**src/verilog/ssa_pkg.sv**
```systemverilog
package ssa_pkg;
   // Frame layout
   localparam int          FRAME_BITS      = 32;
   localparam logic [5:0]  FRAME_COUNT     = 6'h20;
   localparam int          ADDR_MSB        = 31;
   localparam int          ADDR_LSB        = 25;
   localparam int          RW_BIT          = 24;
   localparam int          DATA_W          = 24;
   localparam int          HDR_LSB         = 24;
   localparam int          FAULT_SUM_BIT   = 23;
   localparam int          INT_FLAG_BIT    = 22;
   localparam int          SP_LSB          = 14;
   localparam int          SG_LSB          = 0;
   localparam int          NUM_SG          = 14;
   localparam int          NUM_SP          = 8;
   localparam int          NUM_INPUTS      = 22;

   // Command addresses
   localparam logic [6:0]  ADDR_ANALOG_MUX_OUTPUT       = 7'h1D;
   localparam logic [6:0]  ADDR_SWITCH     = 7'h1F;
   localparam logic [6:0]  ADDR_FAULT      = 7'h21;
   localparam logic [6:0]  ADDR_LINK_CHECK = 7'h01;
   localparam logic [6:0]  ADDR_WET_CFG0   = 7'h02;
   localparam logic [6:0]  ADDR_WET_CFG1   = 7'h03;

   // Analog mux select fields
   localparam int          ANALOG_MUX_OUTPUT_CODE_LSB   = 0;
   localparam int          ANALOG_MUX_OUTPUT_CODE_W     = 6;
   localparam int          ANALOG_MUX_OUTPUT_SRC_BIT    = 6;
   localparam int          ANALOG_MUX_OUTPUT_REG_W      = 7;
   localparam logic [6:0]  ANALOG_MUX_OUTPUT_RESET      = 7'h00;
   localparam logic [5:0]  ANALOG_MUX_OUTPUT_CODE_NONE  = 6'h00;
   localparam logic [5:0]  ANALOG_MUX_OUTPUT_CODE_MAX   = 6'h16;

   // Fault sources
   localparam int          EXT_W           = 11;
   localparam int          WET_W           = 22;

   // Interrupt pin release time
   localparam int          CLK_KHZ         = 40000;
   localparam int          INT_RELEASE_US  = 1000;
   localparam int          INT_RELEASE_CYC = (INT_RELEASE_US * CLK_KHZ) / 1000;
   localparam int          TIMER_W         = 16;
endpackage : ssa_pkg

```
**src/verilog/ssa_frame_if.sv**
```systemverilog
interface ssa_frame_if;
   logic        cs_fall;
   logic        frame_done;
   logic        frame_ok;
   logic [31:0] rx_word;
   logic [31:0] tx_word;

   modport shifter (
      output cs_fall,
      output frame_done,
      output frame_ok,
      output rx_word,
      input  tx_word
   );
   modport core (
      input  cs_fall,
      input  frame_done,
      input  frame_ok,
      input  rx_word,
      output tx_word
   );
endinterface : ssa_frame_if

```
**src/verilog/ssa_sync.sv**
```systemverilog
module ssa_sync #(
   parameter int          W         = 1,
   parameter logic [W-1:0] RESET_VAL = '0
) (
   // Clock and reset
   input  wire logic         clk_i,
   input  wire logic         rst_i,
   // Data
   input  wire logic [W-1:0] d_i,
   output logic      [W-1:0] q_o
);
   logic [W-1:0] stage1;

   always_ff @(posedge clk_i or posedge rst_i) begin
      if (rst_i) begin
         stage1 <= RESET_VAL;
         q_o    <= RESET_VAL;
      end else begin
         stage1 <= d_i;
         q_o    <= stage1;
      end
   end
endmodule : ssa_sync

```
**src/verilog/ssa_spi_shift.sv**
```systemverilog
module ssa_spi_shift (
   // Clock and reset
   input  wire logic  clk_i,
   input  wire logic  rst_i,
   // Synchronised link pins
   input  wire logic  sclk_i,
   input  wire logic  cs_n_i,
   input  wire logic  mosi_i,
   output logic       miso_o,
   // Frame side
   ssa_frame_if.shifter frm
);
   logic        cs_prev;
   logic        sclk_prev;
   logic [5:0]  bit_count;
   logic [31:0] rx_sh;
   logic [31:0] tx_sh;
   logic        sclk_rise;
   logic        sclk_fall;
   logic        cs_rise;

   assign sclk_rise = ~sclk_prev & sclk_i & ~cs_n_i;
   assign sclk_fall = sclk_prev & ~sclk_i & ~cs_n_i;
   assign cs_rise   = ~cs_prev & cs_n_i;
   assign miso_o    = tx_sh[ssa_pkg::FRAME_BITS-1];

   // Edge history
   always_ff @(posedge clk_i or posedge rst_i) begin
      if (rst_i) begin
         cs_prev   <= 1'b1;
         sclk_prev <= 1'b0;
      end else begin
         cs_prev   <= cs_n_i;
         sclk_prev <= sclk_i;
      end
   end

   // Receive side, MSB first on rising serial clock
   always_ff @(posedge clk_i or posedge rst_i) begin
      if (rst_i) begin
         rx_sh     <= 32'h0000_0000;
         bit_count <= 6'h00;
      end else if (frm.cs_fall) begin
         bit_count <= 6'h00;
      end else if (sclk_rise) begin
         rx_sh <= {rx_sh[30:0], mosi_i};
         if (bit_count <= ssa_pkg::FRAME_COUNT) begin
            bit_count <= bit_count + 6'h01;
         end
      end
   end

   // Transmit side, changes on falling serial clock
   always_ff @(posedge clk_i or posedge rst_i) begin
      if (rst_i) begin
         tx_sh <= 32'h0000_0000;
      end else if (frm.cs_fall) begin
         tx_sh <= frm.tx_word;
      end else if (sclk_fall) begin
         tx_sh <= {tx_sh[30:0], 1'b0};
      end
   end

   // Frame markers
   always_ff @(posedge clk_i or posedge rst_i) begin
      if (rst_i) begin
         frm.cs_fall    <= 1'b0;
         frm.frame_done <= 1'b0;
         frm.frame_ok   <= 1'b0;
         frm.rx_word    <= 32'h0000_0000;
      end else begin
         frm.cs_fall    <= cs_prev & ~cs_n_i;
         frm.frame_done <= cs_rise;
         if (cs_rise) begin
            frm.frame_ok <= (bit_count == ssa_pkg::FRAME_COUNT);
            frm.rx_word  <= rx_sh;
         end
      end
   end
endmodule : ssa_spi_shift

```
**src/verilog/ssa_switch_status.sv**
```systemverilog
module ssa_switch_status #(
   parameter int unsigned INT_RELEASE_CYCLES = ssa_pkg::INT_RELEASE_CYC
) (
   // Clock and reset
   input  wire logic                          clk_i,
   input  wire logic                          rst_i,
   // Serial link pins
   input  wire logic                          sclk_i,
   input  wire logic                          cs_n_i,
   input  wire logic                          mosi_i,
   output logic                               miso_o,
   output logic                               miso_oe_o,
   // Switch inputs, 1 when closed
   input  wire logic [ssa_pkg::NUM_INPUTS-1:0] switch_closed_i,
   // Fault flags from the fault register
   input  wire logic [ssa_pkg::EXT_W-1:0]      ext_status_i,
   input  wire logic [ssa_pkg::WET_W-1:0]      wet_fault_i,
   output logic                               fault_read_o,
   // Analog mux control
   output logic [ssa_pkg::ANALOG_MUX_OUTPUT_CODE_W-1:0]     analog_mux_channel_o,
   output logic                               analog_source_choice_o,
   // Interrupt pin
   output logic                               int_n_o
);
   ssa_frame_if frm ();

   logic                            sclk_s;
   logic                            cs_n_s;
   logic                            mosi_s;
   logic [ssa_pkg::NUM_INPUTS-1:0]  sw_s;
   logic [ssa_pkg::NUM_INPUTS-1:0]  sw_prev;
   logic [ssa_pkg::EXT_W+ssa_pkg::WET_W-1:0] fault_vec;
   logic [ssa_pkg::EXT_W+ssa_pkg::WET_W-1:0] fault_prev;
   logic [ssa_pkg::ANALOG_MUX_OUTPUT_REG_W-1:0]  analog_mux_select;
   logic [ssa_pkg::ANALOG_MUX_OUTPUT_CODE_W-1:0] analog_mux_output_code;
   logic                            por_flag;
   logic                            int_flag;
   logic                            int_active;
   logic                            timer_run;
   logic [ssa_pkg::TIMER_W-1:0]     timer;
   logic [31:0]                     tx_word;
   logic [6:0]                      cmd_addr;
   logic                            cmd_write;
   logic                            cmd_valid;
   logic                            carries_flags;
   logic                            int_event;
   logic                            fault_summary;
   logic [ssa_pkg::NUM_INPUTS-1:0]  sw_masked;
   logic [ssa_pkg::NUM_INPUTS-1:0]  sel_mask;
   logic [ssa_pkg::DATA_W-1:0]      next_data;

   // Pin synchronisers
   ssa_sync #(
      .W         (3),
      .RESET_VAL (3'h2)
   ) u_pin_sync (
      .clk_i (clk_i),
      .rst_i (rst_i),
      .d_i   ({sclk_i, cs_n_i, mosi_i}),
      .q_o   ({sclk_s, cs_n_s, mosi_s})
   );

   ssa_sync #(
      .W         (ssa_pkg::NUM_INPUTS),
      .RESET_VAL (22'h00_0000)
   ) u_sw_sync (
      .clk_i (clk_i),
      .rst_i (rst_i),
      .d_i   (switch_closed_i),
      .q_o   (sw_s)
   );

   // Serial shifter
   ssa_spi_shift u_shift (
      .clk_i  (clk_i),
      .rst_i  (rst_i),
      .sclk_i (sclk_s),
      .cs_n_i (cs_n_s),
      .mosi_i (mosi_s),
      .miso_o (miso_o),
      .frm    (frm.shifter)
   );

   assign frm.tx_word = tx_word;
   assign miso_oe_o   = ~cs_n_s;

   // Command decode
   assign cmd_addr      = frm.rx_word[ssa_pkg::ADDR_MSB:ssa_pkg::ADDR_LSB];
   assign cmd_write     = frm.rx_word[ssa_pkg::RW_BIT];
   assign cmd_valid     = frm.frame_done & frm.frame_ok;
   assign carries_flags = (cmd_addr != ssa_pkg::ADDR_LINK_CHECK)
                        & (cmd_addr != ssa_pkg::ADDR_WET_CFG0)
                        & (cmd_addr != ssa_pkg::ADDR_WET_CFG1);

   // Analog mux select register
   always_ff @(posedge clk_i or posedge rst_i) begin
      if (rst_i) begin
         analog_mux_select <= ssa_pkg::ANALOG_MUX_OUTPUT_RESET;
      end else if (cmd_valid && cmd_write && cmd_addr == ssa_pkg::ADDR_ANALOG_MUX_OUTPUT) begin
         analog_mux_select <= frm.rx_word[ssa_pkg::ANALOG_MUX_OUTPUT_REG_W-1:0];
      end
   end

   // Out-of-range codes select nothing
   always_comb begin
      analog_mux_output_code = analog_mux_select[ssa_pkg::ANALOG_MUX_OUTPUT_CODE_LSB +: ssa_pkg::ANALOG_MUX_OUTPUT_CODE_W];
      if (analog_mux_output_code > ssa_pkg::ANALOG_MUX_OUTPUT_CODE_MAX) begin
         analog_mux_output_code = ssa_pkg::ANALOG_MUX_OUTPUT_CODE_NONE;
      end
   end

   assign analog_mux_channel_o   = analog_mux_output_code;
   assign analog_source_choice_o = analog_mux_select[ssa_pkg::ANALOG_MUX_OUTPUT_SRC_BIT];

   // Channel code n selects status bit n-1
   always_comb begin
      sel_mask = '0;
      if (analog_mux_output_code != ssa_pkg::ANALOG_MUX_OUTPUT_CODE_NONE) begin
         sel_mask[5'(analog_mux_output_code - 6'h01)] = 1'b1;
      end
   end

   assign sw_masked = sw_s & ~sel_mask;

   // Fault summary
   assign fault_vec     = {ext_status_i, wet_fault_i};
   assign fault_summary = por_flag | (|fault_vec);

   // Power-on flag, cleared by a fault register read
   always_ff @(posedge clk_i or posedge rst_i) begin
      if (rst_i) begin
         por_flag <= 1'b1;
      end else if (cmd_valid && !cmd_write && cmd_addr == ssa_pkg::ADDR_FAULT) begin
         por_flag <= 1'b0;
      end
   end

   always_ff @(posedge clk_i or posedge rst_i) begin
      if (rst_i) begin
         fault_read_o <= 1'b0;
      end else begin
         fault_read_o <= cmd_valid & ~cmd_write & (cmd_addr == ssa_pkg::ADDR_FAULT);
      end
   end

   // Event history
   always_ff @(posedge clk_i or posedge rst_i) begin
      if (rst_i) begin
         sw_prev    <= '0;
         fault_prev <= '0;
      end else begin
         sw_prev    <= sw_s;
         fault_prev <= fault_vec;
      end
   end

   assign int_event = (|(sw_s ^ sw_prev)) | (|(fault_vec & ~fault_prev));

   // Interrupt flag, set wins over clear
   always_ff @(posedge clk_i or posedge rst_i) begin
      if (rst_i) begin
         int_flag <= 1'b1;
      end else if (int_event) begin
         int_flag <= 1'b1;
      end else if (cmd_valid && carries_flags) begin
         int_flag <= 1'b0;
      end
   end

   // Answer data for the next frame
   always_comb begin
      next_data = '0;
      if (!cmd_write && cmd_addr == ssa_pkg::ADDR_SWITCH) begin
         next_data[ssa_pkg::SP_LSB +: ssa_pkg::NUM_SP] = sw_masked[ssa_pkg::NUM_SG +: ssa_pkg::NUM_SP];
         next_data[ssa_pkg::SG_LSB +: ssa_pkg::NUM_SG] = sw_masked[0 +: ssa_pkg::NUM_SG];
      end else if (cmd_addr == ssa_pkg::ADDR_ANALOG_MUX_OUTPUT) begin
         next_data[ssa_pkg::ANALOG_MUX_OUTPUT_REG_W-1:0] = analog_mux_select;
      end
      if (carries_flags) begin
         next_data[ssa_pkg::FAULT_SUM_BIT] = fault_summary;
         next_data[ssa_pkg::INT_FLAG_BIT]  = int_flag;
      end
   end

   // Answer word, shifted out in the following frame
   always_ff @(posedge clk_i or posedge rst_i) begin
      if (rst_i) begin
         tx_word <= 32'h0000_0000;
      end else if (cmd_valid) begin
         tx_word <= {frm.rx_word[ssa_pkg::FRAME_BITS-1:ssa_pkg::HDR_LSB], next_data};
      end
   end

   // Interrupt pin, set wins over release
   always_ff @(posedge clk_i or posedge rst_i) begin
      if (rst_i) begin
         int_active <= 1'b1;
      end else if (int_event) begin
         int_active <= 1'b1;
      end else if (timer_run && timer == ssa_pkg::TIMER_W'(1)) begin
         int_active <= 1'b0;
      end
   end

   // Release timer started by chip select falling
   always_ff @(posedge clk_i or posedge rst_i) begin
      if (rst_i) begin
         timer_run <= 1'b0;
         timer     <= '0;
      end else if (frm.cs_fall && int_active && !timer_run) begin
         timer_run <= 1'b1;
         timer     <= ssa_pkg::TIMER_W'(INT_RELEASE_CYCLES);
      end else if (timer_run) begin
         timer <= timer - ssa_pkg::TIMER_W'(1);
         if (timer == ssa_pkg::TIMER_W'(1)) begin
            timer_run <= 1'b0;
         end
      end
   end

   assign int_n_o = ~int_active;
endmodule : ssa_switch_status

```
**config.mk**
```make
export PLATFORM = sky130hd
export DESIGN_NAME = ssa_switch_status
export DESIGN_NICKNAME = d
export VERILOG_FILES = /design/src/verilog/ssa_pkg.sv /design/src/verilog/ssa_frame_if.sv /design/src/verilog/ssa_sync.sv /design/src/verilog/ssa_spi_shift.sv /design/src/verilog/ssa_switch_status.sv
export SDC_FILE = /design/constraint.sdc
export NUM_CORES = 1
export LEC_CHECK = 0
export BUFFER_PORTS_ARGS = -buffer_cell sky130_fd_sc_hd__buf_2
export CELL_PAD_IN_SITES_DETAIL_PLACEMENT = 0
export CELL_PAD_IN_SITES_GLOBAL_PLACEMENT = 1
export CORE_ASPECT_RATIO = 0.7
export CORE_MARGIN = 4
export CORE_UTILIZATION = 49
export DETAILED_ROUTE_END_ITERATION = 6
export PLACE_DENSITY = 0.9
export SYNTH_ARGS = -nofsm -noshare
export SYNTH_HDL_FRONTEND = slang
export SYNTH_SLANG_ARGS = --single-unit
```
**constraint.sdc**
```tcl
create_clock -name clk_i -period 8.98 [get_ports clk_i]
set_input_delay 0.449 -clock clk_i [delete_from_list [all_inputs] [get_ports clk_i]]
set_output_delay 0.449 -clock clk_i [all_outputs]
set_load 0.05 [all_outputs]
```
# Word level (Yosys, flattened, before mapping)
# Index checks and enable logic that the tools add are counted.
# word_totals
reg_bits	272
latch_bits	0
mem_bits_rw	0
romBits	0
wordCells	109
mem_count	0
# op_classes
add_sub_neg	3
multipliers	0
div	0
order_cmp	4
eq_ne	8
shifts	0
n_mux	22
n_bitwise	25
n_reduce_logical	24
# op_table
operator	n
$reduce_or A33 Y1	2
$mux W32	2
$and A33 B33 Y33	1
$not A33 Y33	1
$mux W16	2
$mux W6	4
$and A22 B22 Y22	1
$mux W22	1
$not A22 Y22	1
$reduce_or A22 Y1	1
$xor A22 B22 Y22	1
$eq A16 B1 Y1 const B	1
$sub A16 B1 Y16 const B	1
$mux W15	1
$eq A7 B5 Y1 const B	2
$mux W7	2
$ne A7 B2 Y1 const B	2
$reduce_bool A2 Y1	6
$and A1 B1 Y1	11
$logic_and A1 B1 Y1	10
$mux W1	8
$eq A7 B6 Y1 const B	1
$ne A7 B1 Y1 const B	1
$not A1 Y1	7
other kinds (13)	16

# Logic depth before layout (Yosys ltp)
# depth
ltp_word	11
depth_mapped	7

# Modules after synthesis
# From an unflattened synthesis, not the netlist that was laid out.
# unflattened
hier_cells	828
hier_area_um2	10455.0
# by_module_without_submodules
mod	instances	cells_per_inst	area_per_inst_um2
ssa_switch_status	1	451	4848.4
ssa_spi_shift	1	325	4345.4
ssa_sync at u_sw_sync	1	45	1104.8
ssa_sync at u_pin_sync	1	7	156.4

# Worst setup path before layout
# No wires, ideal clock.
# synth_path
kind	register to register
start	reg analog_mux_select[5] in the netlist's numbering
end	reg tx_word[10] (netlist: frm.tx_word[10])
setup_ns	0.118
arrival_ns	2.295
required_ns	8.862
setup_slack_ns	6.567
path_stages_with_launch	6
path_buffers	1
period_less_slack_ns	2.413
path_cell_list	dfrtp_1 -> clkbuf_1 -> nor3_1 -> and3b_1 -> a21oi_1 -> a21o_1
# synth_between
elab_chain_len	11
word_cells_on_any_way	13
classes_between	add/sub: 1; order compare: 3; mux: 5; bitwise: 2; reduce/logical: 2
# synth_lines
element	line_no	rtl
start, declared	ssa_switch_status.sv:34	logic [ssa_pkg::ANALOG_MUX_OUTPUT_REG_W-1:0] analog_mux_select;
start signal, assigned	ssa_switch_status.sv:98	analog_mux_select <= ssa_pkg::ANALOG_MUX_OUTPUT_RESET;
start signal, assigned	ssa_switch_status.sv:100	analog_mux_select <= frm.rx_word[ssa_pkg::ANALOG_MUX_OUTPUT_REG_W-1:0];
$gt A6 B5 Y1 *	ssa_switch_status.sv:107	if (analog_mux_output_code > ssa_pkg::ANALOG_MUX_OUTPUT_CODE_MAX) begin
$mux W6 *	ssa_switch_status.sv:107	
net analog_mux_channel_o (one bit)	ssa_switch_status.sv:20	output logic [ssa_pkg::ANALOG_MUX_OUTPUT_CODE_W-1:0] analog_mux_channel_o,
$sub A5 B1 Y5	ssa_switch_status.sv:119	sel_mask[5'(analog_mux_output_code - 6'h01)] = 1'b1;
$lt A5 B6 Y1 (implied by the code) / $ge A5 B1 Y1 (equally long branches)	ssa_switch_status.sv:119	
$logic_and A1 B1 Y1 (implied by the code)	ssa_switch_status.sv:119	
$mux W1 (implied by the code)	ssa_switch_status.sv:119	
$demux W1 S5	ssa_switch_status.sv:119	
$mux W22 *	ssa_switch_status.sv:118	if (analog_mux_output_code != ssa_pkg::ANALOG_MUX_OUTPUT_CODE_NONE) begin
$not A22 Y22 *	ssa_switch_status.sv:123	assign sw_masked = sw_s & ~sel_mask;
$and A22 B22 Y22 *	ssa_switch_status.sv:123	
$mux W15 *	ssa_switch_status.sv:173	if (!cmd_write && cmd_addr == ssa_pkg::ADDR_SWITCH) begin
end signal, assigned	ssa_switch_status.sv:190	tx_word <= {frm.rx_word[ssa_pkg::FRAME_BITS-1:ssa_pkg::HDR_LSB], next_data};
end, declared	ssa_switch_status.sv:41	logic [31:0] tx_word;
# The timed path passes the listed nets; every way through them passes the cells marked *.
# A chain may end at the register's enable or synchronous reset.

# Worst setup path in the final report
# layout_path
start	reg analog_mux_select[0] in the netlist's numbering
end	out analog_mux_channel_o[0] in the netlist's numbering
# layout_between
elab_chain_len	2
# layout_lines
element	line_no
$gt A6 B5 Y1	ssa_switch_status.sv:107
$mux W6 *	ssa_switch_status.sv:107
end, declared	ssa_switch_status.sv:20
# Mark *: on every way between the ends. The rest lies on a longest branch, timed or not.

==> impl_results.md <==
* Post-synth top area share at 0.633
* CTS tree: yes
* Vias in the first global route at 6235
* Die area at 22400 sq um
* Cells after Synth at 797
* Vias at 6123
* Root Driver: clkbuf_16
* Post-CTS setup buffer count at 0
* P per Cell Area at 220 nW/um^2
* Synth-to-layout area growth at 14.3%
* Post-route ant nets at 0
* CP arrival at 1.93 ns
* GPL Wtd Cong at 0.825
* Crit path max fanout at 14
* Drt total wl at roughly 19 mm
* GRT Total Usage at 0.174
* Core ar. at 19700 sq um
* Max cap viols at 0
* Post-synth EDFFs at 0
* Number of synthesized register bits at 255
* Syn nets at ~860
* R2r setup slk at about 6.8 ns
* Seq/Total Area, Yosys at 0.649
* Sink Count at around 260
* CTS Hold Bufs at 0
* Final hold slack at 0.0381 ns
* Synth unique cells at 58
* Htree depth at 1
* Worst clock skew at 0.0151 ns
* Worst-skew pair later-pin latency at 0.51 ns
* First-pass GRT wire length at 32.0 mm
* IO Pins at 71
* Max Clk Rate at roughly 420 MHz
* Max Buffers Root-to-Sink at 3
* Hold Crit Class: in -> reg
* Detailed placement HPWL at ~13 mm
* Primary FF master, synth: dfrtp_1
* Initial core utilization at 0.498
* Busiest grt layer: met1
* Synth area leader: dfrtp_1
* DR iter-0 viols at 379
* RSZ-0062 raised after global routing: false
* Cell Area, Synth at 9840 sq um
* Outcome: finished, final reports clean
* Antenna cells at 0
* Worst IR Drop VDD at 0.000186 V
* Leading cell type in the layout, fill and taps excluded: dfrtp_1
* Critical Path RT at about 8.5 ns
* Leakage at 5.20 nW
* Slew Viols, Final at 0
* Placed Instances at 1111
* Fin crit period at 2.38 ns
* # port buffers at between 60 and 70
* DIE HEIGHT at between 100 and 150 microns
* Total power at 2.47 mW
* Gr ovfl total at 0
* Ys async rst share at 1.00
* Crit Path Category: reg -> out
* Met1 global-route usage at 0.272
* Setup tns final at 0 ns
* Yosys warns at 0
* Relative slew margins at 0.369
* 1st-pass router iterations at 4
* Setup violators final at 0
* Final Hold Fails at 0
* Cts bufs inserted at 23
* Largest net degree at the start of global routing at 108
* Nets@finish at 930
* Met3 Use GR at 0.0319
* DR DRC count at 0
* GR Util met2 at 0.256
* Clock transition at path regs at ~0.070 ns
* DR vias/cell at 5.31
* Initial antenna violation count at 0
* Most frequent cells in the layout: dfrtp_1, nand2_1, buf_2
* Most area-consuming cells after synthesis: dfrtp_1, mux2_2, nand2_1, mux2i_1, o21ai_0
* Ratio of cells with drive above 1 in the final layout at 0.217
* Worst Setup Start Kind: flop
* Syn avg cell area at 12.3 sq um
* Final worst path period share at 0.265
* Die span in x at 177 microns
* Row Count at 43
* Final std cells w/o fill at about 1200
* Post-CTS resize count at 0
* Worst Max-Slew Pin Slew at 0.947 ns
* Type of element capturing the critical path: primary output
* WL per Instance at ~16 microns
## synth_stat cells (all sizes together) (11+ instances only)
cell / number
nor4: 15
o22ai: 11
o21ai: 46
nand3: 28
dfrtp: 249
inv: 33
mux2i: 35
nor2b: 22
a21oi: 11
xor2: 11
mux2: 56
nand2: 103
nor2: 20
clkbuf: 25
## where the power goes
| group | internal (mW) | switching, mW |
|---|---|---|
| sequential | 1.23 | 0.0649 |
| clock | 0.581 | 0.415 |
| combinational | 0.0830 | 0.0976 |
| total | 1.90 | 0.577 |
## per-stage QoR
stage          area [sq um]  utilization  worst slack [ns]
3_3_place_gp          10500        0.530              5.93
2_1_floorplan          9840            -              1.53
4_1_cts               11200        0.570              6.46
5_1_grt               11200        0.570              6.11
6_report              11200        0.570              6.60
3_5_place_dp          10500        0.530              5.91
## state kept, by name (all words and copies together) (netlist names), 6 cells and up
signal,cells
u_shift.bit_count,6
u_shift.rx_sh,32
fault_prev,33
frm.tx_word,32
u_shift.frm.rx_word,15
u_sw_sync.stage1,22
sw_prev,22
analog_mux_select,7
u_shift.tx_sh,32
u_sw_sync.q_o,22
timer,16
## routing by layer
| metal | wire [microns] | vias to the layer above |
|---|---|---|
| li1 | - | 2918 |
| met1 | 9370 | 3060 |
| met2 | 8230 | 115 |
| met3 | 985 | 30 |
| met4 | 312 | 0 |
| met5 | 0 | - |
## final timing paths
path / startpoint / to / cells after the start
hold reg to reg: u_sw_sync.stage1[18] / u_sw_sync.q_o[18] / 0
min in group asynchronous: rst_i / u_sw_sync.q_o[12] / 2
max in group asynchronous: rst_i / u_shift.frm.cs_fall / 4
setup / recovery: analog_mux_select[0] / analog_mux_channel_o[0] / 5
hold / removal: cs_n_i / u_pin_sync.stage1[1] / 1
setup reg to reg: u_shift.frm.rx_word[25] / analog_mux_select[1] / 5
## cell families (layout without fill, tap and decap cells)
family / Yosys count / count (layout) / share of synthesized area
flip-flops: 255 / 255 / 0.649
buffers and inverters: 67 / 153 / 0.0272
adder cells (fa/ha/maj): 4 / 4 / 0.00509
other: 1 / 1 / 0.000381
AND/OR/NAND/NOR: 251 / 251 / 0.132
AO/OA/AOI/OAI: 111 / 111 / 0.0710
XOR/XNOR: 17 / 17 / 0.0151
multiplexers: 91 / 91 / 0.0997
## layout make-up
class | instances | area [sq um]
fillers | 1625 | 8500
flip-flops and latches | 255 | 6390
multi-input cells | 475 | 3200
clock buffers | 33 | 673
repair buffers | 78 | 413
well taps | 270 | 338
inverters | 33 | 131
clock inverters | 9 | 105
## critical path, stage by stage, from the launching register on
cell and delay (ns):
dfrtp_1 0.53, nand3_1 0.15, nand2_1 0.06, a21oi_1 0.24, and2_1 0.18, buf_2 0.26
Note: power is estimated with default switching activity, not from simulation.
